<file path="src/design/llt_params.svh">
/*
 * Constants of the light level threshold block: register offsets, field
 * positions, reset values and the scaling between settings and the current
 * scale of the measured input.
 * Assumes inclusion by its bare name from the design files.
 */
`ifndef LLT_PARAMS_SVH
`define LLT_PARAMS_SVH

// register offsets
`define LLT_SENSOR1_CONFIG           8'h31
`define LLT_SENSOR2_CONFIG           8'h32
`define LLT_SENSOR1_OFFICE_TRIP      8'h33
`define LLT_SENSOR1_OFFICE_HYSTERESIS 8'h34
`define LLT_SENSOR1_DARK_TRIP        8'h35
`define LLT_SENSOR1_DARK_HYSTERESIS  8'h36
`define LLT_SENSOR2_OFFICE_TRIP      8'h37
`define LLT_SENSOR2_OFFICE_HYSTERESIS 8'h38
`define LLT_SENSOR2_DARK_TRIP        8'h39
`define LLT_SENSOR2_DARK_HYSTERESIS  8'h3A

// map window and index layout
`define LLT_REG_BASE                 8'h31
`define LLT_REG_COUNT                10
`define LLT_IDX_CONFIG               0
`define LLT_IDX_OFFICE_TRIP          2
`define LLT_IDX_OFFICE_HYS           3
`define LLT_IDX_DARK_TRIP            4
`define LLT_IDX_DARK_HYS             5
`define LLT_IDX_SENSOR_STRIDE        4

// configuration fields
`define LLT_OFFICE_EN_BIT            0
`define LLT_DARK_EN_BIT              1
`define LLT_CONFIG_MASK              8'h03

// reset values
`define LLT_REG_RESET                8'h00
`define LLT_RDATA_RESET              8'h00

// measured input: 13-bit code, 0.125 uA per step
`define LLT_ADC_W                    13
`define LLT_CMP_W                    14
// office step 4 uA = 32 input steps, dark step 0.5 uA = 4 input steps
`define LLT_OFFICE_SHIFT             5
`define LLT_DARK_SHIFT               2

`endif

</file>
<file path="src/design/llt_pkg.sv">
/*
 * Types of the light level threshold block.
 * Assumes llt_params.svh for the widths used here.
 */
`include "llt_params.svh"

package llt_pkg;

  typedef struct packed {
    logic office_level_flag;
    logic dark_level_flag;
  } llt_cmp_state_t;

  typedef struct packed {
    logic [`LLT_REG_COUNT-1:0][7:0] regs;
    logic [7:0]                     rdata;
    logic                           rvalid;
  } llt_top_state_t;

endpackage

</file>
<file path="src/design/llt_level_cmp.sv">
/*
 * One sensor's level classifier: office and dark flags with hysteresis.
 * Assumes a synchronous reset copy and a measured input with a one-cycle
 * valid strobe, both on ref_clk.
 */
`timescale 1ns/100ps
`include "llt_params.svh"

module llt_level_cmp
  import llt_pkg::*;
#(
  parameter int ADC_W = `LLT_ADC_W,
  parameter int CMP_W = `LLT_CMP_W
) (
  input  wire logic             ref_clk,
  input  wire logic             rst_n,
  input  wire logic             sample_valid,
  input  wire logic [ADC_W-1:0] sample,
  input  wire logic             office_enable,
  input  wire logic             dark_compare_enable,
  input  wire logic [7:0]       office_trip_threshold,
  input  wire logic [7:0]       office_hysteresis_value,
  input  wire logic [7:0]       dark_trip_threshold,
  input  wire logic [7:0]       dark_hysteresis_value,
  output logic                  office_level_flag,
  output logic                  dark_level_flag
);

  llt_cmp_state_t   st;
  llt_cmp_state_t   next_st;
  logic [CMP_W-1:0] level;
  logic [CMP_W-1:0] office_set;
  logic [CMP_W-1:0] office_rel;
  logic [CMP_W-1:0] dark_set;
  logic [CMP_W-1:0] dark_rel;
  logic [8:0]       office_sum;
  logic [8:0]       dark_sum;

  assign office_sum = {1'b0, office_trip_threshold} + {1'b0, office_hysteresis_value};
  assign dark_sum   = {1'b0, dark_trip_threshold} + {1'b0, dark_hysteresis_value};

  // office codes at 4 uA steps
  assign office_set = CMP_W'(office_trip_threshold) << `LLT_OFFICE_SHIFT;
  assign office_rel = CMP_W'(office_sum) << `LLT_OFFICE_SHIFT;
  // dark codes at 0.5 uA steps
  assign dark_set   = CMP_W'(dark_trip_threshold) << `LLT_DARK_SHIFT;
  assign dark_rel   = CMP_W'(dark_sum) << `LLT_DARK_SHIFT;
  assign level      = CMP_W'(sample);

  always_comb begin
    next_st = st;
    if (sample_valid) begin
      if (!office_enable) begin
        next_st.office_level_flag = 1'b0;
      end else if (level < office_set) begin
        next_st.office_level_flag = 1'b1;
      end else if (level > office_rel) begin
        next_st.office_level_flag = 1'b0;
      end
      if (!dark_compare_enable) begin
        next_st.dark_level_flag = 1'b0;
      end else if (level < dark_set) begin
        next_st.dark_level_flag = 1'b1;
      end else if (level > dark_rel) begin
        next_st.dark_level_flag = 1'b0;
      end
    end
  end

  // between the two thresholds the flag holds: that is the hysteresis
  always_ff @(posedge ref_clk or negedge rst_n) begin
    if (!rst_n) begin
      st <= '0;
    end else begin
      st <= next_st;
    end
  end

  assign office_level_flag = st.office_level_flag;
  assign dark_level_flag   = st.dark_level_flag;

endmodule

</file>
<file path="src/design/llt_top.sv">
/*
 * Light level threshold block: register file of trip points, hysteresis
 * and enables for two light sensors, and two level classifiers.
 * Assumes a register port driven on ref_clk and measured inputs with valid
 * strobes from a conversion front end on the same clock.
 */
`timescale 1ns/100ps
`include "llt_params.svh"

// Functional notes
// - A sensor's office flag is set when its input falls below the office trip.
// - The office flag clears only when the input rises above office trip plus hysteresis, or on a sample while office enable is 0.
// - A sensor's dark flag is set when its input falls below the dark trip.
// - The dark flag clears only when the input rises above dark trip plus hysteresis, or on a sample while dark enable is 0.
// - Office trip and hysteresis are 8-bit codes of 4 uA per step, 0 to 1020 uA.
// - Dark trip and hysteresis are 8-bit codes of 0.5 uA per step, 0 to 127.5 uA.
// - Each sensor has its own four 8-bit threshold settings.
// - A sensor's dark comparison runs only while its dark enable bit is 1.
// - The first sensor has its own office trip register driving its office set.
module llt_top
  import llt_pkg::*;
#(
  parameter int ADC_W = `LLT_ADC_W
) (
  input  wire logic             ref_clk,
  input  wire logic             rstn,
  input  wire logic             reg_wr,
  input  wire logic             reg_rd,
  input  wire logic [7:0]       reg_addr,
  input  wire logic [7:0]       reg_wdata,
  output logic      [7:0]       reg_rdata,
  output logic                  reg_rvalid,
  input  wire logic [ADC_W-1:0] sensor1_sample,
  input  wire logic             sensor1_sample_valid,
  input  wire logic [ADC_W-1:0] sensor2_sample,
  input  wire logic             sensor2_sample_valid,
  output logic                  sensor1_office_level_flag,
  output logic                  sensor1_dark_level_flag,
  output logic                  sensor2_office_level_flag,
  output logic                  sensor2_dark_level_flag
);

  localparam int NSENS = 2;

  logic [1:0]            rst_pipe;
  logic                  rst_n;
  llt_top_state_t        st;
  llt_top_state_t        next_st;
  logic                  addr_hit;
  logic [3:0]            addr_idx;
  logic [NSENS-1:0][ADC_W-1:0] samples;
  logic [NSENS-1:0]      sample_valids;
  logic [NSENS-1:0]      office_flags;
  logic [NSENS-1:0]      dark_flags;
  logic [`LLT_REG_COUNT-1:0]      wr_hit;
  logic [`LLT_REG_COUNT-1:0][7:0] wr_val;

  // asserted at once, released cleanly on the clock
  always_ff @(posedge ref_clk or negedge rstn) begin
    if (!rstn) begin
      rst_pipe <= 2'h0;
    end else begin
      rst_pipe <= {rst_pipe[0], 1'b1};
    end
  end
  assign rst_n = rst_pipe[1];

  assign addr_hit = (reg_addr >= `LLT_REG_BASE) &&
                    (reg_addr < (`LLT_REG_BASE + 8'(`LLT_REG_COUNT)));
  assign addr_idx = 4'(reg_addr - `LLT_REG_BASE);

  genvar e;
  generate
    for (e = 0; e < `LLT_REG_COUNT; e = e + 1) begin : g_entry
      assign wr_hit[e] = reg_wr && addr_hit && (addr_idx == 4'(e));
      if (e < NSENS) begin : g_cfg
        // only the enable bits are kept; the rest read as zero
        assign wr_val[e] = reg_wdata & `LLT_CONFIG_MASK;
      end else begin : g_byte
        assign wr_val[e] = reg_wdata;
      end
    end
  endgenerate

  always_comb begin
    next_st        = st;
    next_st.rvalid = reg_rd;
    if (reg_rd) begin
      // unmapped offsets read as zero
      next_st.rdata = addr_hit ? st.regs[addr_idx] : `LLT_RDATA_RESET;
    end
    for (int i = 0; i < `LLT_REG_COUNT; i++) begin
      if (wr_hit[i]) begin
        next_st.regs[i] = wr_val[i];
      end
    end
  end

  always_ff @(posedge ref_clk or negedge rst_n) begin
    if (!rst_n) begin
      st.regs   <= {`LLT_REG_COUNT{`LLT_REG_RESET}};
      st.rdata  <= `LLT_RDATA_RESET;
      st.rvalid <= 1'b0;
    end else begin
      st <= next_st;
    end
  end

  assign reg_rdata  = st.rdata;
  assign reg_rvalid = st.rvalid;

  assign samples       = {sensor2_sample, sensor1_sample};
  assign sample_valids = {sensor2_sample_valid, sensor1_sample_valid};

  genvar s;
  generate
    for (s = 0; s < NSENS; s = s + 1) begin : g_sensor
      logic [1:0] cfg;
      logic [7:0] office_trip;
      logic [7:0] office_hys;
      logic [7:0] dark_trip;
      logic [7:0] dark_hys;

      // upper config bits always read zero, so only two are taken
      assign cfg         = st.regs[`LLT_IDX_CONFIG + s][1:0];
      // each sensor's office trip from its own register
      assign office_trip = st.regs[`LLT_IDX_OFFICE_TRIP + s * `LLT_IDX_SENSOR_STRIDE];
      assign office_hys  = st.regs[`LLT_IDX_OFFICE_HYS + s * `LLT_IDX_SENSOR_STRIDE];
      assign dark_trip   = st.regs[`LLT_IDX_DARK_TRIP + s * `LLT_IDX_SENSOR_STRIDE];
      assign dark_hys    = st.regs[`LLT_IDX_DARK_HYS + s * `LLT_IDX_SENSOR_STRIDE];

      llt_level_cmp #(
        .ADC_W (ADC_W),
        .CMP_W (`LLT_CMP_W)
      ) u_cmp (
        .ref_clk                 (ref_clk),
        .rst_n                   (rst_n),
        .sample_valid            (sample_valids[s]),
        .sample                  (samples[s]),
        .office_enable           (cfg[`LLT_OFFICE_EN_BIT]),
        .dark_compare_enable     (cfg[`LLT_DARK_EN_BIT]),
        .office_trip_threshold   (office_trip),
        .office_hysteresis_value (office_hys),
        .dark_trip_threshold     (dark_trip),
        .dark_hysteresis_value   (dark_hys),
        .office_level_flag       (office_flags[s]),
        .dark_level_flag         (dark_flags[s])
      );
    end
  endgenerate

  assign sensor1_office_level_flag = office_flags[0];
  assign sensor1_dark_level_flag   = dark_flags[0];
  assign sensor2_office_level_flag = office_flags[1];
  assign sensor2_dark_level_flag   = dark_flags[1];

endmodule

</file>
<file path="config.mk">
export PLATFORM = sky130hd
export DESIGN_NAME = llt_top
export DESIGN_NICKNAME = d
export VERILOG_FILES = /design/src/design/llt_pkg.sv /design/src/design/llt_level_cmp.sv /design/src/design/llt_top.sv
export VERILOG_INCLUDE_DIRS = /design/src /design/src/design
export SDC_FILE = /design/constraint.sdc
export NUM_CORES = 1
export LEC_CHECK = 0
export ABC_AREA = 1
export CAP_MARGIN = 0
export CELL_PAD_IN_SITES_DETAIL_PLACEMENT = 1
export CELL_PAD_IN_SITES_GLOBAL_PLACEMENT = 1
export CORE_UTILIZATION = 45
export DETAILED_ROUTE_END_ITERATION = 8
export DONT_BUFFER_PORTS = 1
export MAX_ROUTING_LAYER = met4
export PLACE_DENSITY = 0.85
export SLEW_MARGIN = 20
export SYNTH_ARGS = -nofsm -noshare
export SYNTH_HDL_FRONTEND = slang
export SYNTH_SLANG_ARGS = --single-unit
</file>
<file path="constraint.sdc">
create_clock -name ref_clk -period 2.8 [get_ports ref_clk]
set_input_delay 0.14 -clock ref_clk [delete_from_list [all_inputs] [get_ports ref_clk]]
set_output_delay 0.14 -clock ref_clk [all_outputs]
set_load 0.05 [all_outputs]
</file>
# Yosys cells after proc, flatten, opt, wreduce, memory -nomap -nowiden
# Cells that the tools add are included.
[classes]
add_sub_neg = 5
eq_ne = 13
n_reduce_logical = 17
order_cmp = 11
muxes = 15
[op_table]
columns = ["cell", "count"]
rows = [
  ["8-bit by 8-bit adder with 9-bit output", 4],
  ["8-bit binary-select mux with 4-bit select", 1],
  ["13-bit by 14-bit > comparator with 1-bit output", 2],
  ["13-bit by 11-bit > comparator with 1-bit output", 2],
  ["13-bit by 10-bit less-than comparator with 1-bit output", 2],
  ["13-bit less-than comparator", 2],
  ["4-bit by 3-bit == test with 1-bit output (second input constant)", 4],
  ["8-bit 2-to-1 mux", 2],
  ["1-bit logical AND", 12],
  ["1-bit 2-to-1 mux", 12],
  ["3-bit by 1-bit != test with 1-bit output (second input constant)", 4],
  ["4-bit by 2-bit == test with 1-bit output (second input constant)", 2],
  ["4-bit == test (second input constant)", 2],
  ["8-bit by 6-bit >= comparator with 1-bit output (second input constant)", 1],
  ["8-bit by 6-bit less-than comparator with 1-bit output (second input constant)", 1],
  ["2-bit AND reduction", 4],
  ["4-bit by 5-bit less-than comparator with 1-bit output (second input constant)", 1],
  ["4-bit by 1-bit == test with 1-bit output (second input constant)", 1],
  ["4-bit zero test", 1],
  ["4-bit by 1-bit subtractor with 4-bit output (second input constant)", 1],
]
[totals]
out_inout_bits = 13
ff_bits = 83

# Longest topological paths before layout
[depth]
ltp_word = 5
depth_mapped = 19
ltp_nobuf = 19

# Cells and area by module
# Synthesis repeated with hierarchy kept, for this count alone.
[unflattened]
cells_unflattened = 1014
area_unflattened_um2 = 7213.2
[modules_own_cells]
columns = ["module", "area_each_um2", "seq_area_each_um2", "instances", "cells_per_inst"]
rows = [
  ["llt_top", 4140.2, 1976.9, 1, 559],
  ["llt_level_cmp (g_sensor[0].u_cmp)", 1569.0, 50.0, 1, 236],
  ["llt_level_cmp (g_sensor[1].u_cmp)", 1503.9, 50.0, 1, 219],
]

# Worst setup path before layout
# No wires, ideal clock.
[synth_path]
path_kind = "flip-flop to flip-flop"
start = "register st, in the netlist g_sensor[1].dark_trip[0]"
end = "register g_sensor[1].u_cmp.st, in the netlist g_sensor[1].u_cmp.dark_level_flag"
setup_ns = 0.119
n_path_buf = 0
arrival_time_ns = 2.440
path_slack_ns = 0.240
path_stages_with_launch = 18
required_ns = 2.681
cell_sequence = "dfrtp_1 ha_1 fa_1 nand3_1 nand2_1 a21oi_1 o21bai_1 xor2_1 ha_1 nand4_1 nor3_1 nand2_1 nand3_1 nand2_1 nand3_1 nand2_1 nand2_1 nand2_1"
[synth_via]
elab_chain_len = 4
word_cells_on_any_way = 7
classes_between = "add/sub: 1; order compare: 2; eq/ne: 1; mux: 2; reduce/logical: 1"
[synth_lines]
columns = ["item", "line_no", "source"]
rows = [
  ["start: declaration", "llt_top.sv:47", "llt_top_state_t st;"],
  ["start signal: assignment", "llt_top.sv:105", "st <= next_st;"],
  ["8-bit by 8-bit adder with 9-bit output", "llt_level_cmp.sv:40", "assign dark_sum = {1'b0, dark_trip_threshold} + {1'b0, dark_hysteresis_value};"],
  ["13-bit by 11-bit > comparator with 1-bit output", "llt_level_cmp.sv:64", "end else if (level > dark_rel) begin"],
  ["3-bit by 1-bit != test with 1-bit output (no source line)", "--", ""],
  ["2-bit AND reduction (no source line)", "--", ""],
  ["end signal: assignment", "llt_level_cmp.sv:75", "st <= next_st;"],
  ["end: declaration", "llt_level_cmp.sv:29", "llt_cmp_state_t st;"],
]
# Several ways; a longest one is shown, not always the timed one.
# A chain may end at the register's enable or synchronous reset.

# Worst setup path in the final report
[layout_path]
start = "register st, in the netlist g_sensor[1].dark_hys[0]"
end = "register g_sensor[1].u_cmp.st, in the netlist g_sensor[1].u_cmp.dark_level_flag"
[layout_via]
elab_chain_len = 4
[layout_lines]
columns = ["item", "line_no"]
rows = [
  ["8-bit by 8-bit adder with 9-bit output", "llt_level_cmp.sv:40"],
  ["13-bit by 11-bit > comparator with 1-bit output", "llt_level_cmp.sv:64"],
  ["3-bit by 1-bit != test with 1-bit output (no source line)", "--"],
  ["2-bit AND reduction (no source line)", "--"],
]
# No other way between the ends.

==> flow_summary.json <==
{
  "skew_ns": 0.00774,
  "hold_path.class": "input port to flop",
  "cp.depth": 17,
  "synthTopCellsByCount": "nand2_1 (208), inv_1 (104), ha_1 (100), o21ai_0 (99), dfrtp_1 (83)",
  "grt_start_max_net_pins": 53,
  "synth_ff_type": "dfrtp_1",
  "via_count": 6012,
  "finalInstanceArea_sq_mm": 0.00743,
  "grt_pass1_vias": 6121,
  "maxCapViolCount": 0,
  "cpMostUsedCell": "nand2_1",
  "synth_top_area_frac": 0.307,
  "cts.sinks": 83,
  "status": "completed",
  "rsz0062_at_grt": "yes",
  "gp_congestion": 0.918,
  "crit_type": "flop to flop",
  "overflow": 0,
  "path_clk_slew_ns": 0.07,
  "synth_area_per_cell_sq_um": 7.78,
  "max_stage_delay_ns": 0.40,
  "grtUsageTotal": 0.274,
  "htreeDepth": 3,
  "cts_made_buffers": 9,
  "cp_num_buf_inv": 0,
  "whs_path_depth": 5,
  "relSlewSlack": 0.617,
  "powerDensity_mw_per_mm2": 420,
  "hold_violations": 0,
  "yosysMostFrequentCell": "nand2_1",
  "synth_cell_types": 38,
  "placement.io_buffers": 0,
  "hold-worst-slack_ns": 0.119,
  "crit_arrival_ns": 2.98,
  "setup_viol": 0,
  "start_util": 0.464,
  "clock_latency_ns": 0.35,
  "clockRootBuffer": "clkbuf_16",
  "antennaDiodeCount": 0,
  "syn_inst": 869,
  "ir_drop_uv": 367,
  "mappedNetlistArea_sq_mm": 0.00676,
  "critPathTopFamily": "adder cells",
  "viasPerCell": 5.64,
  "power_leakage_nw": 3.48,
  "async_reset_ff_frac": 1.00,
  "drive_above_1_share": 0.0941,
  "required_ns": 3.05,
  "drc_errors": 0,
  "hpwl_mm": 15.3,
  "fin_crit_ns": 2.73,
  "ioPinCount": 61,
  "synth_edf_count": 0,
  "synth-seq-cells": 83,
  "core_area_sq_mm": 0.0146,
  "postSynthNetCount": 1021,
  "cp_max_fo": 3,
  "r2r_cells": 17,
  "wl_per_cell_um": 18.8,
  "ys_warn_count": 0,
  "antenna_found_initial": 0,
  "critPathSlowestCell": "dfrtp_1",
  "fp.dieW_um": 125,
  "yosys.area.top_type": "dfrtp_1",
  "post-route-period-util": 0.976,
  "cts_tree": "done",
  "grt_pass1_wl_mm": 32.2,
  "drt_iter0_markers": 408,
  "area_growth_pct": 9.84,
  "drt_pass1_iterations": 5,
  "placed_cell_area_sq_mm": 0.00691,
  "totalWireLength_mm": 20.1,
  "crit_chain": "ha_2, fa_2, nand3_2, nand2_2, a21oi_2, o21bai_2, xor2_1, ha_1, nand4_1, nor3_2, nand2_1, nand3_1, nand2_1, nand3_2, nand2_1, nand2_1, nand2_1",
  "final-max-slew-violation-count": 0,
  "seq_area_frac_synth": 0.307,
  "layout.nets": 1029,
  "timing.fmax_ghz": 0.366,
  "rrSetupSlack_ns": 0.07,
  "ant_nets": 0,
  "core.rowCount": 44,
  "die_h_um": 125,
  "cts.path.max_buffers": 2,
  "crit_path_start_kind": "flop",
  "synth_area_leaders": "dfrtp_1 (31%), ha_1 (18%), nand2_1 (12%), o21ai_0 (7.3%), inv_1 (5.8%)",
  "tightestPinTransition_ns": 0.575,
  "worstSetupEndpointType": "flop",
  "dieArea_sq_mm": 0.0155
}
==> cell families (layout without fill, tap and decap cells) <==
family          after synthesis  in the layout  synth area share
simple gates                319            319             0.211
compound gates              208            208             0.166
buf+inv                     126            139            0.0790
fa+ha+maj                   104            104             0.197
flops                        83             83             0.307
xor+xnor                     26             26            0.0364
mux                           2              2           0.00296
other cells                   1              1          0.000554
==> stage by stage <==
| step | setup TNS, ns | total power, mW | std cells | util | setup WS, ns |
|---|---|---|---|---|---|
| detailed placement | -0.0336 | 1.91 | 1038 | 0.473 | -0.0336 |
| CTS | 0 | 3.12 | 1059 | 0.498 | 0.00208 |
| global route | -0.352 | 3.27 | 1066 | 0.509 | -0.212 |
| finish | 0 | 3.12 | 1066 | 0.509 | 0.0682 |
| global placement | 0 | 1.88 | 1038 | 0.473 | 0.0797 |
| floorplan | 0 | 1.74 | 869 | - | 0.240 |
==> state kept, by name, summed over array words and instances, names as in the netlist <==
register	flops
g_sensor.office_trip	16
g_sensor.dark_trip	16
reg_rdata	8
rst_pipe	2
g_sensor.office_hys	16
g_sensor.cfg	4
g_sensor.u_cmp.dark_level_flag	2
reg_rvalid	1
g_sensor.u_cmp.office_level_flag	2
g_sensor.dark_hys	16
==> routing by layer <==
layer / track usage / part of all wire / vias to the layer above
met3: 0.0567 / 0.041 / 22
met5: - / 0 / -
li1: - / - / 2930
met2: 0.442 / 0.49 / 119
met4: 0.0546 / 0.011 / 0
met1: 0.357 / 0.46 / 2941
==> tightest hold or removal path: cells and delay by family <==
kind	cells	cell delay [ns]
AND/OR/NAND/NOR	5	0.31
==> final timing paths <==
path                                              start                           endpoint
worst min-delay path                 sensor2_sample[10]  g_sensor[1].u_cmp.dark_level_flag
worst max-delay path            g_sensor[1].dark_hys[0]  g_sensor[1].u_cmp.dark_level_flag
max in group asynchronous                   rst_pipe[1]          g_sensor[0].office_hys[4]
min in group asynchronous                   rst_pipe[1]            g_sensor[1].dark_hys[0]
worst max register to register  g_sensor[1].dark_hys[0]  g_sensor[1].u_cmp.dark_level_flag
worst min register to register              rst_pipe[1]            g_sensor[1].dark_hys[0]
==> final cells by class <==
| cell class | count | area (sq um) |
|---|---|---|
| clock buffer | 11 | 253 |
| inverter | 107 | 402 |
| tap | 184 | 230 |
| fill | 1805 | 7160 |
| sequential | 83 | 2080 |
| timing repair buffer | 16 | 145 |
| clock inverter | 5 | 45.0 |
| multi-input combinational | 660 | 4270 |
==> report_power, final <==
part,switching (mW),internal [mW],total (mW)
Clock,0.540,0.663,1.20
Combinational,0.388,0.221,0.609
Sequential,0.0653,1.24,1.31
Total,0.993,2.13,3.12
==> cells in the final DEF (no fill, tap or decap), types with 4 or more instances in the layout <==
cell type / instances
dlygate4sd3_1: 5
inv_1: 103
buf_4: 10
nand3_1: 33
nand4_1: 9
a211oi_1: 4
ha_1: 94
nor3_1: 8
xnor2_1: 11
nand2_1: 205
ha_2: 4
o21ai_2: 10
a21oi_2: 4
o21ai_0: 96
clkbuf_16: 9
nand3_4: 7
dfrtp_1: 82
a21oi_1: 62
xor2_1: 14
nand2_2: 4
o21ai_1: 16
nand3_2: 7
nor2_1: 38
==> what timing repair did <==
item                       in CTS  in global routing
pin swaps                       0                 23
cloned                          0                  0
gates resized for setup         3                 31
setup endpoints to repair       2                  4
hold endpoints to repair        7                  0
buffers inserted                0                  7
hold buffers                    5                  0
Power figures use the tool's default switching activity.
